[src/logic/icc_pkg.sv]
// shared constants for the two-wire interrupt and start/stop control block
`default_nettype none
package icc_pkg;
  // ==========================================
  // register byte offsets
  localparam logic [7:0] ADDR_CTRL = 8'h00;
  localparam logic [7:0] ADDR_STAT = 8'h04;
  localparam logic [7:0] ADDR_EVT = 8'h08;
  localparam logic [7:0] ADDR_MASK = 8'h0C;
  localparam logic [7:0] ADDR_FSW = 8'h10;
  localparam logic [7:0] ADDR_SADR = 8'h14;
  // ==========================================
  // control register fields
  localparam int CTRL_MASTER = 0;
  localparam int CTRL_FORMAT = 1;
  localparam int CTRL_ACK_CHECK = 2;
  localparam int CTRL_MODE_LO = 3;
  // ==========================================
  // status register fields
  localparam int ST_ISSUE = 0;
  localparam int ST_BUSY = 1;
  localparam int ST_IRQ = 2;
  localparam int ST_ACK_VAL = 3;
  localparam int ST_STOP = 4;
  localparam int ST_ERR_STOP = 5;
  localparam int ST_ADDR_MATCH = 6;
  localparam int ST_ADDR2_MATCH = 7;
  localparam int ST_GEN_CALL = 8;
  localparam int ST_TX_EMPTY = 9;
  localparam int ST_RX_FULL = 10;
  // ==========================================
  // event register fields
  localparam int EV_IRQ = 0;
  localparam int EV_START = 1;
  localparam int EV_STOP = 2;
  localparam int EV_W = 3;
  // ==========================================
  // address fields and reset values
  localparam int SADR_SECOND_LO = 8;
  localparam logic [6:0] GENERAL_CALL_ADDR = 7'h00;
  localparam logic [6:0] SADR_FIRST_RST = 7'h00;
  localparam logic [6:0] SADR_SECOND_RST = 7'h00;
  localparam int SYNC_STAGES = 2;
  typedef enum logic [1:0] {ICC_MODE_TWI, ICC_MODE_CLKSER, ICC_MODE_NOFMT} icc_mode_t;
endpackage
`default_nettype wire

[src/logic/icc_irq_ctrl.sv]
// two-wire controller interrupt flag and start/stop issue logic with apb registers
// Function
// slave address match sets flag, then each transfer
// general call with format zero sets flag similarly
// ack one with checking enabled sets flag
// stop detection sets flag with stop flags
// clocked modes: transfer end sets flag
// serial format: start condition sets flag
// clocked modes: format switch bit sets flag
// clocked modes: other empty/full sets flag
// busy one, issue zero requests start
// same write gives repeated start
// busy zero, issue zero requests stop
// issue bit reads one, one ignored
// flag clears by write zero after read
// issue writes act only in master mode
`timescale 1ns/1ns
`default_nettype none
module icc_irq_ctrl
(
  input wire logic sys_clk,
  input wire logic rst,
  input wire logic ce,
  input wire logic psel,
  input wire logic penable,
  input wire logic pwrite,
  input wire logic [7:0] paddr,
  input wire logic [31:0] pwdata,
  output logic [31:0] prdata,
  output logic pready,
  output logic pslverr,
  input wire logic scl_in,
  input wire logic sda_in,
  input wire logic addr_rcvd,
  input wire logic [6:0] addr_byte,
  input wire logic xfer_done,
  input wire logic xfer_dir_tx,
  input wire logic other_flag_set,
  input wire logic ack_rcvd,
  input wire logic ack_val,
  input wire logic frame_busy,
  input wire logic dtc_access,
  output logic start_req,
  output logic stop_req,
  output logic interrupt_request_flag,
  output logic irq
);
  // ==========================================
  // register decode
  wire acc = psel && penable && ce;
  wire wr = acc && pwrite;
  wire rd = acc && !pwrite;
  wire hit_ctrl = paddr == icc_pkg::ADDR_CTRL;
  wire hit_stat = paddr == icc_pkg::ADDR_STAT;
  wire hit_evt = paddr == icc_pkg::ADDR_EVT;
  wire hit_mask = paddr == icc_pkg::ADDR_MASK;
  wire hit_fsw = paddr == icc_pkg::ADDR_FSW;
  wire hit_sadr = paddr == icc_pkg::ADDR_SADR;
  wire mapped = hit_ctrl || hit_stat || hit_evt || hit_mask || hit_fsw || hit_sadr;

  logic master_r;
  logic format_select_r;
  logic ack_check_enable_r;
  icc_pkg::icc_mode_t mode_r;
  logic bus_busy_flag_r;
  logic irq_flag_r;
  logic flag_seen_r;
  logic ack_bit_value_r;
  logic stop_r;
  logic error_stop_r;
  logic addr_match_flag_r;
  logic second_addr_match_flag_r;
  logic general_call_flag_r;
  logic tx_empty_flag_r;
  logic rx_full_flag_r;
  logic slave_sess_r;
  logic format_switch_bit_r;
  logic [6:0] own_slave_addr_first_r;
  logic [6:0] own_slave_addr_second_r;
  logic [icc_pkg::EV_W-1:0] evt_r;
  logic [icc_pkg::EV_W-1:0] mask_r;
  logic start_req_r;
  logic stop_req_r;
  logic [31:0] prdata_r;

  // ==========================================
  // link pin synchronisers and condition detect
  logic [icc_pkg::SYNC_STAGES-1:0] scl_sync_r;
  logic [icc_pkg::SYNC_STAGES-1:0] sda_sync_r;
  logic sda_prev_r;
  wire scl_s = scl_sync_r[icc_pkg::SYNC_STAGES-1];
  wire sda_s = sda_sync_r[icc_pkg::SYNC_STAGES-1];
  wire start_det = scl_s && sda_prev_r && !sda_s;
  wire stop_det = scl_s && !sda_prev_r && sda_s;

  always_ff @(posedge sys_clk or posedge rst)
  begin
    if (rst)
    begin
      scl_sync_r <= '1;
      sda_sync_r <= '1;
      sda_prev_r <= 1'b1;
    end
    else if (ce)
    begin
      scl_sync_r <= {scl_sync_r[icc_pkg::SYNC_STAGES-2:0], scl_in};
      sda_sync_r <= {sda_sync_r[icc_pkg::SYNC_STAGES-2:0], sda_in};
      sda_prev_r <= sda_s;
    end
  end

  // ==========================================
  // mode qualifiers and flag set terms
  wire twi_mode = mode_r == icc_pkg::ICC_MODE_TWI;
  wire slave_twi = twi_mode && !master_r;
  wire clk_mode = !twi_mode;
  wire match_first = addr_byte == own_slave_addr_first_r;
  wire match_second = addr_byte == own_slave_addr_second_r;
  wire match_gc = addr_byte == icc_pkg::GENERAL_CALL_ADDR && !format_select_r;
  wire addr_hit = slave_twi && addr_rcvd && (match_first || match_second);
  wire gc_hit = slave_twi && addr_rcvd && match_gc;
  wire ack_hit = slave_twi && ack_check_enable_r && ack_rcvd && ack_val;
  wire stop_hit = slave_twi && stop_det;
  wire sess_end = start_det || stop_det;
  wire sess_xfer = slave_twi && slave_sess_r && xfer_done && !sess_end;
  wire clk_xfer = clk_mode && (xfer_done || other_flag_set);
  wire fmt_start = clk_mode && format_select_r && start_det;
  wire fsw_rise = clk_mode && wr && hit_fsw && pwdata[0] && !format_switch_bit_r;
  wire flag_set_any = xfer_done || other_flag_set;

  wire flag_set = addr_hit
    || gc_hit
    || ack_hit
    || stop_hit
    || sess_xfer
    || clk_xfer
    || fmt_start
    || fsw_rise;

  // write zero after reading one, or a transfer controller data access
  wire flag_cpu_clr = wr && hit_stat && !pwdata[icc_pkg::ST_IRQ] && flag_seen_r;
  wire flag_clr = flag_cpu_clr || dtc_access;

  // issue bit writes, master mode only
  wire issue_wr = wr && hit_stat && !pwdata[icc_pkg::ST_ISSUE] && master_r;
  wire issue_start = issue_wr && pwdata[icc_pkg::ST_BUSY];
  wire issue_stop = issue_wr && !pwdata[icc_pkg::ST_BUSY];

  // ==========================================
  // control registers
  always_ff @(posedge sys_clk or posedge rst)
  begin
    if (rst)
    begin
      master_r <= 1'b0;
      format_select_r <= 1'b0;
      ack_check_enable_r <= 1'b0;
      mode_r <= icc_pkg::ICC_MODE_TWI;
      own_slave_addr_first_r <= icc_pkg::SADR_FIRST_RST;
      own_slave_addr_second_r <= icc_pkg::SADR_SECOND_RST;
      mask_r <= '0;
      format_switch_bit_r <= 1'b0;
    end
    else if (ce)
    begin
      if (wr && hit_ctrl)
      begin
        master_r <= pwdata[icc_pkg::CTRL_MASTER];
        format_select_r <= pwdata[icc_pkg::CTRL_FORMAT];
        ack_check_enable_r <= pwdata[icc_pkg::CTRL_ACK_CHECK];
        mode_r <= icc_pkg::icc_mode_t'(pwdata[icc_pkg::CTRL_MODE_LO +: 2]);
      end
      if (wr && hit_sadr)
      begin
        own_slave_addr_first_r <= pwdata[6:0];
        own_slave_addr_second_r <= pwdata[icc_pkg::SADR_SECOND_LO +: 7];
      end
      if (wr && hit_mask)
        mask_r <= pwdata[icc_pkg::EV_W-1:0];
      if (wr && hit_fsw)
        format_switch_bit_r <= pwdata[0];
    end
  end

  // ==========================================
  // interrupt flag and slave status flags
  always_ff @(posedge sys_clk or posedge rst)
  begin
    if (rst)
    begin
      irq_flag_r <= 1'b0;
      flag_seen_r <= 1'b0;
      ack_bit_value_r <= 1'b0;
      stop_r <= 1'b0;
      error_stop_r <= 1'b0;
      addr_match_flag_r <= 1'b0;
      second_addr_match_flag_r <= 1'b0;
      general_call_flag_r <= 1'b0;
      slave_sess_r <= 1'b0;
    end
    else if (ce)
    begin
      // set wins over clear
      if (flag_set)
        irq_flag_r <= 1'b1;
      else if (flag_clr)
        irq_flag_r <= 1'b0;
      // seen only if the word handed to software held a one
      if (flag_clr || flag_set)
        flag_seen_r <= 1'b0;
      else if (rd && hit_stat && prdata_r[icc_pkg::ST_IRQ])
        flag_seen_r <= 1'b1;
      if (ack_hit)
        ack_bit_value_r <= 1'b1;
      else if (ack_rcvd && slave_twi)
        ack_bit_value_r <= ack_val;
      if (stop_hit && !frame_busy)
        stop_r <= 1'b1;
      else if (flag_clr)
        stop_r <= 1'b0;
      if (stop_hit && frame_busy)
        error_stop_r <= 1'b1;
      else if (flag_clr)
        error_stop_r <= 1'b0;
      if (addr_hit || gc_hit)
      begin
        addr_match_flag_r <= match_first || match_second;
        second_addr_match_flag_r <= match_second && !match_first;
        general_call_flag_r <= match_gc;
      end
      else if (sess_end)
      begin
        addr_match_flag_r <= 1'b0;
        second_addr_match_flag_r <= 1'b0;
        general_call_flag_r <= 1'b0;
      end
      // transfers count until repeated start or stop
      if (addr_hit || gc_hit)
        slave_sess_r <= 1'b1;
      else if (sess_end || !slave_twi)
        slave_sess_r <= 1'b0;
    end
  end

  // ==========================================
  // data flags, cleared by transfer controller access
  always_ff @(posedge sys_clk or posedge rst)
  begin
    if (rst)
    begin
      tx_empty_flag_r <= 1'b0;
      rx_full_flag_r <= 1'b0;
    end
    else if (ce)
    begin
      if (flag_set_any && xfer_dir_tx)
        tx_empty_flag_r <= 1'b1;
      else if (dtc_access)
        tx_empty_flag_r <= 1'b0;
      if (flag_set_any && !xfer_dir_tx)
        rx_full_flag_r <= 1'b1;
      else if (dtc_access)
        rx_full_flag_r <= 1'b0;
    end
  end

  // ==========================================
  // bus busy and start/stop requests
  always_ff @(posedge sys_clk or posedge rst)
  begin
    if (rst)
    begin
      bus_busy_flag_r <= 1'b0;
      start_req_r <= 1'b0;
      stop_req_r <= 1'b0;
    end
    else if (ce)
    begin
      start_req_r <= issue_start;
      stop_req_r <= issue_stop;
      if (issue_start)
        bus_busy_flag_r <= 1'b1;
      else if (issue_stop)
        bus_busy_flag_r <= 1'b0;
    end
  end

  // ==========================================
  // sticky events, cleared by reading them
  wire [icc_pkg::EV_W-1:0] evt_in = {stop_det, start_det, flag_set};
  wire evt_rd = rd && hit_evt;

  always_ff @(posedge sys_clk or posedge rst)
  begin
    if (rst)
      evt_r <= '0;
    else if (ce)
      evt_r <= (evt_rd ? evt_r & ~prdata_r[icc_pkg::EV_W-1:0] : evt_r) | evt_in; // only read bits
  end

  // ==========================================
  // read mux
  wire [31:0] stat_word = {21'h000000, rx_full_flag_r, tx_empty_flag_r,
    general_call_flag_r, second_addr_match_flag_r, addr_match_flag_r,
    error_stop_r, stop_r, ack_bit_value_r, irq_flag_r, bus_busy_flag_r,
    1'b1};
  wire [31:0] ctrl_word = {27'h0000000, mode_r, ack_check_enable_r, format_select_r,
    master_r};
  wire [31:0] sadr_word = {17'h00000, own_slave_addr_second_r, 1'b0,
    own_slave_addr_first_r};
  wire [31:0] rd_word = hit_ctrl ? ctrl_word :
    hit_stat ? stat_word :
    hit_evt ? {29'h00000000, evt_r} :
    hit_mask ? {29'h00000000, mask_r} :
    hit_fsw ? {31'h00000000, format_switch_bit_r} :
    hit_sadr ? sadr_word : 32'h00000000;

  always_ff @(posedge sys_clk or posedge rst)
  begin
    if (rst)
      prdata_r <= 32'h00000000;
    else if (ce && psel && !penable && !pwrite)
      prdata_r <= rd_word;
  end

  // ==========================================
  // outputs
  assign prdata = prdata_r;
  assign pready = 1'b1;
  assign pslverr = psel && penable && !mapped;
  assign start_req = start_req_r;
  assign stop_req = stop_req_r;
  assign interrupt_request_flag = irq_flag_r;
  assign irq = |(evt_r & mask_r);
endmodule
`default_nettype wire

[config.mk]
export PLATFORM = sky130hd
export DESIGN_NAME = icc_irq_ctrl
export DESIGN_NICKNAME = d
export VERILOG_FILES = /design/src/logic/icc_pkg.sv /design/src/logic/icc_irq_ctrl.sv
export SDC_FILE = /design/constraint.sdc
export NUM_CORES = 1
export LEC_CHECK = 0
export BUFFER_PORTS_ARGS = -buffer_cell sky130_fd_sc_hd__buf_2
export CORE_MARGIN = 2
export CORE_UTILIZATION = 40
export DETAILED_ROUTE_END_ITERATION = 10
export HOLD_SLACK_MARGIN = 0.15
export PLACE_DENSITY = 0.66
export SYNTH_ARGS = -nofsm -noshare
export SYNTH_HDL_FRONTEND = slang
export SYNTH_SLANG_ARGS = --single-unit
[constraint.sdc]
create_clock -name sys_clk -period 2.2 [get_ports sys_clk]
set_input_delay 0.55 -clock sys_clk [delete_from_list [all_inputs] [get_ports sys_clk]]
set_output_delay 0.55 -clock sys_clk [all_outputs]
set_load 0.02 [all_outputs]
Word-level counts from Yosys, hierarchy flattened
Cells that the tools add are included.
Word-level totals
  bits in registers: 77
  input bits: 63
  word-level logic and storage cells: 178
  output and inout bits: 38
Cells by class
  equality and inequality tests: 7
  bitwise logic cells: 4
  reduce and logical (&&, ||, !) cells: 114
  muxes and demuxes: 26
Operator list (number)
  $mux 15: 6
  $logic_and 1x1->1: 51
  $reduce_and 2->1: 14
  $reduce_bool 2->1: 10
  $mux 1: 19
  $logic_or 1x1->1: 18
  $logic_not 1->1: 17
  $eq 8x4->1 const B: 2
  $eq 8x5->1 const B: 2
  $eq 7x7->1: 2
  $eq 8x3->1 const B: 1
  $logic_not 8->1: 1
  $logic_not 7->1: 1
  $and 3x3->3: 2
  $mux 3: 1
  $not 3->3: 1
  $or 3x3->3: 1
  $reduce_or 3->1: 1
  $logic_not 2->1: 1

Logic depth before layout (Yosys ltp)
Gate-level depths: netlist (run 1).
  depth after elaboration: 14
  mapped depth: 8
  depth with buffers taken out: 6

Worst setup path after synthesis (run 1)
Ideal clock, no wire load.
  kind: input to register
  start: input port paddr[1]
  end: register own_slave_addr_first_r[0]
  required time: 2.072 ns
  path buffers: 2
  cell stages on the path: 7
  path slack: -0.056 ns
  setup time: 0.128 ns
  arrival: 2.128 ns
  path through: or4_4 -> nor2_4 -> and4b_1 -> buf_2 -> nand2_2 -> buf_2 -> mux2_1
On the way
  cells in the longest elaborated chain, start to end: 3
Ends and longest elaborated chain
  start: declaration: RTL line icc_irq_ctrl.sv:27  | input wire logic [7:0] paddr,
  $eq 8x5->1: RTL line icc_irq_ctrl.sv:58  | wire hit_sadr = paddr == icc_pkg::ADDR_SADR;
  $logic_and 1x1->1: RTL line icc_irq_ctrl.sv:173  | if (wr && hit_sadr)
  $reduce_and 2->1 (no source line)
  end signal: assignment: RTL line icc_irq_ctrl.sv:159  | own_slave_addr_first_r <= icc_pkg::SADR_FIRST_RST;
  end signal: assignment: RTL line icc_irq_ctrl.sv:175  | own_slave_addr_first_r <= pwdata[6:0];
  end: declaration: RTL line icc_irq_ctrl.sv:78  | logic [6:0] own_slave_addr_first_r;
Every way passes these cells.
A chain may end at the register's enable or synchronous reset.

Worst setup path after layout (run 1)
  start: input port paddr[7]
  end: output port pslverr
On the way
  cells in the longest elaborated chain, start to end: 8
  elaborated cells on any way between the ends: 13
  those cells by class: eq/ne: 5; reduce/logical: 8
Ends and longest elaborated chain
  $eq 8x3->1 or $logic_not 8->1 (tied branches): RTL line icc_irq_ctrl.sv:54, icc_irq_ctrl.sv:53
  $logic_or 1x1->1 (4 in a row): RTL line icc_irq_ctrl.sv:59  | wire mapped = hit_ctrl || hit_stat || hit_evt || hit_mask || hit_fsw || hit_sadr;
  $logic_or 1x1->1 *: RTL line icc_irq_ctrl.sv:59
  $logic_not 1->1 *: RTL line icc_irq_ctrl.sv:330  | assign pslverr = psel && penable && !mapped;
  $logic_and 1x1->1 *: RTL line icc_irq_ctrl.sv:330
  end: declaration: RTL line icc_irq_ctrl.sv:31  | output logic pslverr,
Every way passes the cells marked *; elsewhere a longest branch is shown, timed or not.

==> results of run 1 <==
==> cell type report <==
class	instances	area, um2
repair buffers	90	534
fillers	680	3540
well taps	99	124
multi-input cells	211	1410
flip-flops and latches	60	1510
clock inverters	2	10.0
inverters	13	48.8
clock buffers	14	163
==> cells in the mapped netlist (4+ instances only) <==
master,n
sky130_fd_sc_hd__a21oi_1,9
sky130_fd_sc_hd__a221oi_1,4
sky130_fd_sc_hd__buf_2,5
sky130_fd_sc_hd__buf_4,18
sky130_fd_sc_hd__clkbuf_1,7
sky130_fd_sc_hd__dfrtp_1,55
sky130_fd_sc_hd__dfstp_2,5
sky130_fd_sc_hd__inv_1,13
sky130_fd_sc_hd__mux2_1,13
sky130_fd_sc_hd__mux2_2,15
sky130_fd_sc_hd__nand2_1,35
sky130_fd_sc_hd__nand3_1,10
sky130_fd_sc_hd__nor2_1,13
sky130_fd_sc_hd__nor2b_1,4
sky130_fd_sc_hd__nor3_1,5
sky130_fd_sc_hd__nor4_1,5
sky130_fd_sc_hd__o21ai_0,16
sky130_fd_sc_hd__xnor2_1,8
sky130_fd_sc_hd__xor2_1,6
==> per-layer routing <==
| layer | track usage [%] | wire length, um | share of wire, % | up-vias |
|---|---|---|---|---|
| met2 | 28.2 | 3380 | 47 | 96 |
| li1 | - | - | - | 1198 |
| met4 | 5.68 | 100 | 1.4 | 0 |
| met5 | 0 | 0 | 0 | - |
| met1 | 23.4 | 3320 | 46 | 1169 |
| met3 | 5.73 | 466 | 6.4 | 10 |
==> registers in the layout (all words and copies together), names as in the netlist, 2 cells and up <==
register,count
prdata,15
own_slave_addr_first_r,7
own_slave_addr_second_r,7
evt_r,3
mask_r,3
mode_r,2
scl_sync_r,2
sda_sync_r,2
==> worst max-delay path, cell delays in order <==
cell,delay [ns]
sky130_fd_sc_hd__buf_2,0.10
sky130_fd_sc_hd__or4_4,0.54
sky130_fd_sc_hd__nor2_4,0.12
sky130_fd_sc_hd__buf_6,0.11
sky130_fd_sc_hd__a21oi_2,0.04
sky130_fd_sc_hd__buf_4,0.15
==> cell usage in the layout, fill, tap and decap left out, types with 10 or more instances in the layout <==
cell / count
sky130_fd_sc_hd__buf_2: 63
sky130_fd_sc_hd__mux2_1: 13
sky130_fd_sc_hd__mux2_2: 15
sky130_fd_sc_hd__o21ai_0: 16
sky130_fd_sc_hd__dfrtp_1: 55
sky130_fd_sc_hd__clkbuf_8: 11
sky130_fd_sc_hd__nand3_1: 10
sky130_fd_sc_hd__nand2_1: 35
sky130_fd_sc_hd__conb_1: 18
sky130_fd_sc_hd__buf_4: 25
sky130_fd_sc_hd__inv_1: 12
sky130_fd_sc_hd__nor2_1: 13
==> cells by family after synthesis <==
| logic type | Yosys count | synth area share, % |
|---|---|---|
| compound gates | 57 | 12.2 |
| xor+xnor | 14 | 4.00 |
| buf+inv | 44 | 7.84 |
| flops | 60 | 49.2 |
| mux | 31 | 11.3 |
| other cells | 2 | 0.245 |
| simple gates | 91 | 15.3 |
==> power groups by stage <==
stage                     Clock, mW  Combinational [mW]  Sequential (mW)
after CTS                     0.900               0.343             1.22
final                         0.875               0.343             1.22
after global placement            0               0.334             1.24
after global routing          0.945               0.378             1.23
after detailed placement          0               0.339             1.24
after floorplan                   0               0.204             1.26
==> through the flow <==
step	area, um2	hold WS, ns	util, %	total power, mW	setup TNS (ns)
floorplan	3140	0.449	-	1.46	-0.0173
global placement	3590	0.445	49.0	1.58	-4.78
detailed placement	3590	0.452	49.0	1.58	-5.76
CTS	3780	0.273	51.5	2.47	0
global route	3790	0.277	51.7	2.55	0
finish	3790	0.249	51.7	2.44	0
==> repair_timing <==
item / 4_1_cts / 5_1_grt
pin swaps: 2 / 1
hold buffers: 0 / 0
setup endpoints to repair: 1 / 3
buffers inserted: 1 / 0
resized for setup: 3 / 2
==> worst min path at each step <==
| stage | start | to | slack, ns |
|---|---|---|---|
| 2_1_floorplan | rx_full_flag_r | rx_full_flag_r | 0.45 |
| 3_3_place_gp | prdata[13] | prdata[13] | 0.45 |
| 3_5_place_dp | prdata[14] | prdata[14] | 0.45 |
| 4_1_cts | rst | prdata[12] | 0.27 |
| 5_1_grt | rst | prdata[12] | 0.28 |
| 6_report | rst | prdata[12] | 0.25 |
==> results.txt, run 1 <==
----------------------------------------------------
[Finish]
  Number of antenna repair diodes ... 0
  Number of nets in the layout ... 448
  Area added between synthesis and finish ... 23.8%
  Share of layout cells above drive strength 1 ... 33.6%
  Fin cells ... 489

[Synth]
  Count of mapped cells out of synthesis ... 299
  Flops & latches, synth ... 60
  Synth area leader ... sky130_fd_sc_hd__dfrtp_1
  Number of warning messages in the yosys log ... 0
  Most used flip-flop cell after synthesis ... sky130_fd_sc_hd__dfrtp_1
  Post-synth ARST share ... 100%
  Unique cell type count in the Yosys netlist ... 51
  Leading post-synthesis cells by cell area ... sky130_fd_sc_hd__dfrtp_1 (45%), sky130_fd_sc_hd__mux2_2 (5.5%), sky130_fd_sc_hd__mux2_1 (4.8%)
  Post-synth EDFFs ... 0
  Cell area after synthesis ... 3060 um2
  Area share of the largest cell type after synthesis ... 44.9%
  Fraction of the yosys area taken by sequential cells ... 49.2%
  Synthesized area per cell ... 10.2 um2

[Placement]
  Final weighted congestion in routability-driven placement ... 0.846
  Placed Instances ... 472
  Quantity of I/O buffers inserted on ports ... 64
  Worst slack after detailed placement ... -0.313 ns
  Post-detailed-placement half-perimeter wirelength ... 5.45 mm

[Critical path]
  Worst setup startpoint ... paddr[7]
  Worst setup path class ... input pin to output pin
  Maximum fanout encountered on the critical timing path ... 3
  Startpoint of the worst register-to-register path ... own_slave_addr_first_r[2]
  Timing endpoint of the critical path ... pslverr
  R2R Path End ... second_addr_match_flag_r
  Register-to-register setup slack ... 0.33 ns
  Data required, critical path ... 1.65 ns
  Number of cell instances on the worst register-to-register path ... 7
  Setup crit end kind ... output pin
  Data arrival time at the worst-slack endpoint ... 1.61 ns
  Worst setup SP type ... input pin

[STA]
  Final count of pins violating max slew ... 0
  Fin. Hold Viols ... 0
  Min Tclk post-route ... 2.16 ns
  Period utilisation layout ... 98.3%
  Clock tree skew after final layout ... 0.00906 ns
  Maximum clock frequency ... 463 MHz
  Crit path setup slack, layout ... 0.0380 ns
  RSZ-0062 raised after global routing ... false
  Number of failing setup endpoints in the final timing report ... 0

[GRT]
  Maximum number of pins on one net before global-route repair ... 61
  Global route overflow ... 0
  Via count of the first global-routing pass ... 2370
  Global-route wire length before repair ... 11.6 mm
  Total routing usage reported by global routing ... 17.9%
  Initial antenna violation count ... 0

[Route]
  DRC errors left ... 0
  First drt pass iteration count ... 7
  Post-route ant nets ... 0
  Post-Route WL ... 7.26 mm
  Initial DRC count ... 112
  Mean number of vias per cell ... 5.06
  Count of vias placed by the detailed router ... 2473
  Post-DR wirelength/cell ... 14.9 um

[Die]
  Die X ... 91.5 um
  Count of boundary I/O pins ... 101
  Initial Utilization ... 41.8%
  Die area ... 8380 um2
  Height of the die ... 91.5 um
  Cell row count ... 31
  Std-Cell Core Area ... 7330 um2

[Power and ir drop]
  Leakage power ... 1.90 nW
  Switching pwr ... 0.658 mW
  Sequential Power Share ... 50.1%
  Switching power share of the total ... 26.9%
  Relative contribution of combinational cells to total power ... 14.0%
  Internal power ... 1.78 mW
  Power per Cell Area ... 644 nW/um2
  Maximum ir drop on the vdd rail ... 0.392 mV
  Fraction of power consumed by the clock network ... 35.8%

[CTS]
  TritonCTS clock tree ... yes
  Root buffer cell ... sky130_fd_sc_hd__clkbuf_8
  Clk_lat worst skew ... 0.34 ns
  # H-tree levels ... 3
  Clock-pin slew reported for the worst setup and hold paths after clock tree synthesis ... 0.07 ns
  Maximum root-to-sink buffer count ... 2
  Clock buffers created by TritonCTS ... 9
  Number of clock sinks ... 60

[Job]
  Max Cap Viol ... 0

[Run status]
  Result of the run ... complete, no violations

[Min path]
  Worst hold-check path type ... input pin to async pin

----------------------------------------------------
No activity file was read; power rests on OpenSTA's default activity.
==> run 2: changes to the inputs <==
--- a/config.mk
+++ b/config.mk
@@ -5,7 +5,7 @@
 export SDC_FILE = /design/constraint.sdc
 export NUM_CORES = 1
 export LEC_CHECK = 0
-export BUFFER_PORTS_ARGS = -buffer_cell sky130_fd_sc_hd__buf_2
+export BUFFER_PORTS_ARGS = -buffer_cell sky130_fd_sc_hd__clkbuf_2
 export CORE_MARGIN = 2
 export CORE_UTILIZATION = 40
 export DETAILED_ROUTE_END_ITERATION = 10
==> results.txt, run 2 (synthesis gave the netlist of run 1 again) <==
----------------------------------------------------
[Critical path]
  Maximum fanout encountered on the critical timing path ... 3
  Timing endpoint of the critical path ... pslverr
  Startpoint of the worst register-to-register path ... own_slave_addr_first_r[1]
  Data required, critical path ... 1.65 ns
  Worst setup path class ... input pin to output pin
  Number of cell instances on the worst register-to-register path ... 8
  Register-to-register setup slack ... 0.28 ns
  Worst setup startpoint ... paddr[7]
  Setup crit end kind ... output pin
  Worst setup SP type ... input pin
  R2R Path End ... evt_r[0]
  Data arrival time at the worst-slack endpoint ... 1.63 ns

[STA]
  Maximum clock frequency ... 459 MHz
  Slew margin rel. ... 66.5%
  Least-Margin Pin Slew ... 0.496 ns
  Fin. Hold Viols ... 0
  Sum of negative setup slack ... 0 ns
  Min Tclk post-route ... 2.18 ns
  Clock tree skew after final layout ... 0.0101 ns
  Period utilisation layout ... 99.1%
  RSZ-0062 raised after global routing ... true
  Number of failing setup endpoints in the final timing report ... 0
  Tightest hold margin ... 0.246 ns
  Final count of pins violating max slew ... 0

[Finish]
  Area added between synthesis and finish ... 23.7%
  Share of layout cells above drive strength 1 ... 33.4%
  Commonest non-fill, non-tap cell in the layout ... sky130_fd_sc_hd__clkbuf_2
  Max FFs per register ... 15
  Number of antenna repair diodes ... 0
  Leading cell types in the layout, fill and taps excluded ... sky130_fd_sc_hd__clkbuf_2 (63), sky130_fd_sc_hd__dfrtp_1 (55), sky130_fd_sc_hd__nand2_1 (35), sky130_fd_sc_hd__buf_4 (24), sky130_fd_sc_hd__conb_1 (18)
  Post-route design area ... 3790 um2
  Number of nets in the layout ... 447
  Utilization after layout ... 51.7%

[CTS]
  # H-tree levels ... 3
  Root buffer cell ... sky130_fd_sc_hd__clkbuf_8
  Clock buffers created by TritonCTS ... 9
  Clock-pin slew reported for the worst setup and hold paths after clock tree synthesis ... 0.07 ns
  Maximum root-to-sink buffer count ... 2
  Clk_lat worst skew ... 0.34 ns
  Number of clock sinks ... 60
  TritonCTS clock tree ... yes

[Route]
  Mean number of vias per cell ... 5.07
  Post-Route WL ... 7.22 mm
  DRC errors left ... 0
  Count of vias placed by the detailed router ... 2472
  Initial DRC count ... 113
  Post-route ant nets ... 0
  Post-DR wirelength/cell ... 14.8 um
  First drt pass iteration count ... 4

[GRT]
  Via count of the first global-routing pass ... 2456
  Global route overflow ... 0
  Global-route wire length before repair ... 11.8 mm
  Total routing usage reported by global routing ... 18.1%
  Maximum number of pins on one net before global-route repair ... 61
  Initial antenna violation count ... 0

[Job]
  Max Cap Viol ... 0

[Die]
  Die X ... 91.5 um
  Die area ... 8380 um2
  Initial Utilization ... 41.8%
  Std-Cell Core Area ... 7330 um2
  Height of the die ... 91.5 um
  Count of boundary I/O pins ... 101
  Cell row count ... 31

[Power and ir drop]
  Power per Cell Area ... 675 nW/um2
  Maximum ir drop on the vdd rail ... 0.398 mV
  Leakage power ... 1.91 nW
  Post-layout total power ... 2.56 mW

[Placement]
  Dpl cell area ... 3590 um2
  Quantity of I/O buffers inserted on ports ... 64
  Final weighted congestion in routability-driven placement ... 0.870
  Post-detailed-placement half-perimeter wirelength ... 5.48 mm

[Run status]
  Result of the run ... complete, no violations

[Min path]
  Worst hold-check path type ... input pin to async pin

----------------------------------------------------
## run 2: cell types whose count changed in the layout (fill, tap and decap cells not counted), sizes merged
cell / previous run / this run
clkbuf: 14 / 75
buf: 90 / 26
bufinv: 0 / 1
clkinvlp: 0 / 1
## run 2: worst max-delay path, cell delays in order
cell and delay, ns:
sky130_fd_sc_hd__clkbuf_2 0.08, sky130_fd_sc_hd__or4_4 0.56, sky130_fd_sc_hd__nor2_4 0.11, sky130_fd_sc_hd__buf_4 0.12, sky130_fd_sc_hd__a21oi_1 0.06, sky130_fd_sc_hd__buf_2 0.15
## run 2: timing repair
item,CTS,global route
hold buffers,0,0
setup endpoints to repair,0,1
hold endpoints to repair,0,0
gates resized for setup,0,1
buffers inserted,0,0
## run 2: worst min-delay path by stage
stage / start / to / cells past startpoint
4_1_cts: rst / prdata[14] / 3
3_3_place_gp: prdata[11] / prdata[11] / 2
5_1_grt: rst / prdata[12] / 3
6_report: rst / prdata[13] / 3
2_1_floorplan: rx_full_flag_r / rx_full_flag_r / 2
3_5_place_dp: prdata[13] / prdata[13] / 2
## run 2: per-stage QoR
stage	setup WS, ns	std cells
2_1_floorplan	-0.0173	315
3_3_place_gp	-0.263	472
3_5_place_dp	-0.284	472
4_1_cts	0.0118	488
5_1_grt	-0.0122	488
6_report	0.0204	488
## run 2: area by class of cell
class	instances	area [um2]
fillers	685	3540
inverters	13	48.8
multi-input cells	211	1390
clock buffers	12	155
flip-flops and latches	60	1510
well taps	99	124
repair buffers	89	520
clock inverters	4	47.5
## run 2: metal layers
layer | vias to the layer above | track usage, % | share of wire, %
li1 | 1190 | - | -
met1 | 1176 | 24.1 | 44
met2 | 92 | 28.6 | 47
met3 | 14 | 5.06 | 6.3
met4 | 0 | 5.81 | 1.7
met5 | - | 0 | 0
## run 2: where the power goes
group / internal, mW / total [mW] / switching [mW]
clock network: 0.581 / 0.998 / 0.417
registers: 1.18 / 1.23 / 0.0488
logic: 0.136 / 0.336 / 0.200
total: 1.89 / 2.56 / 0.667
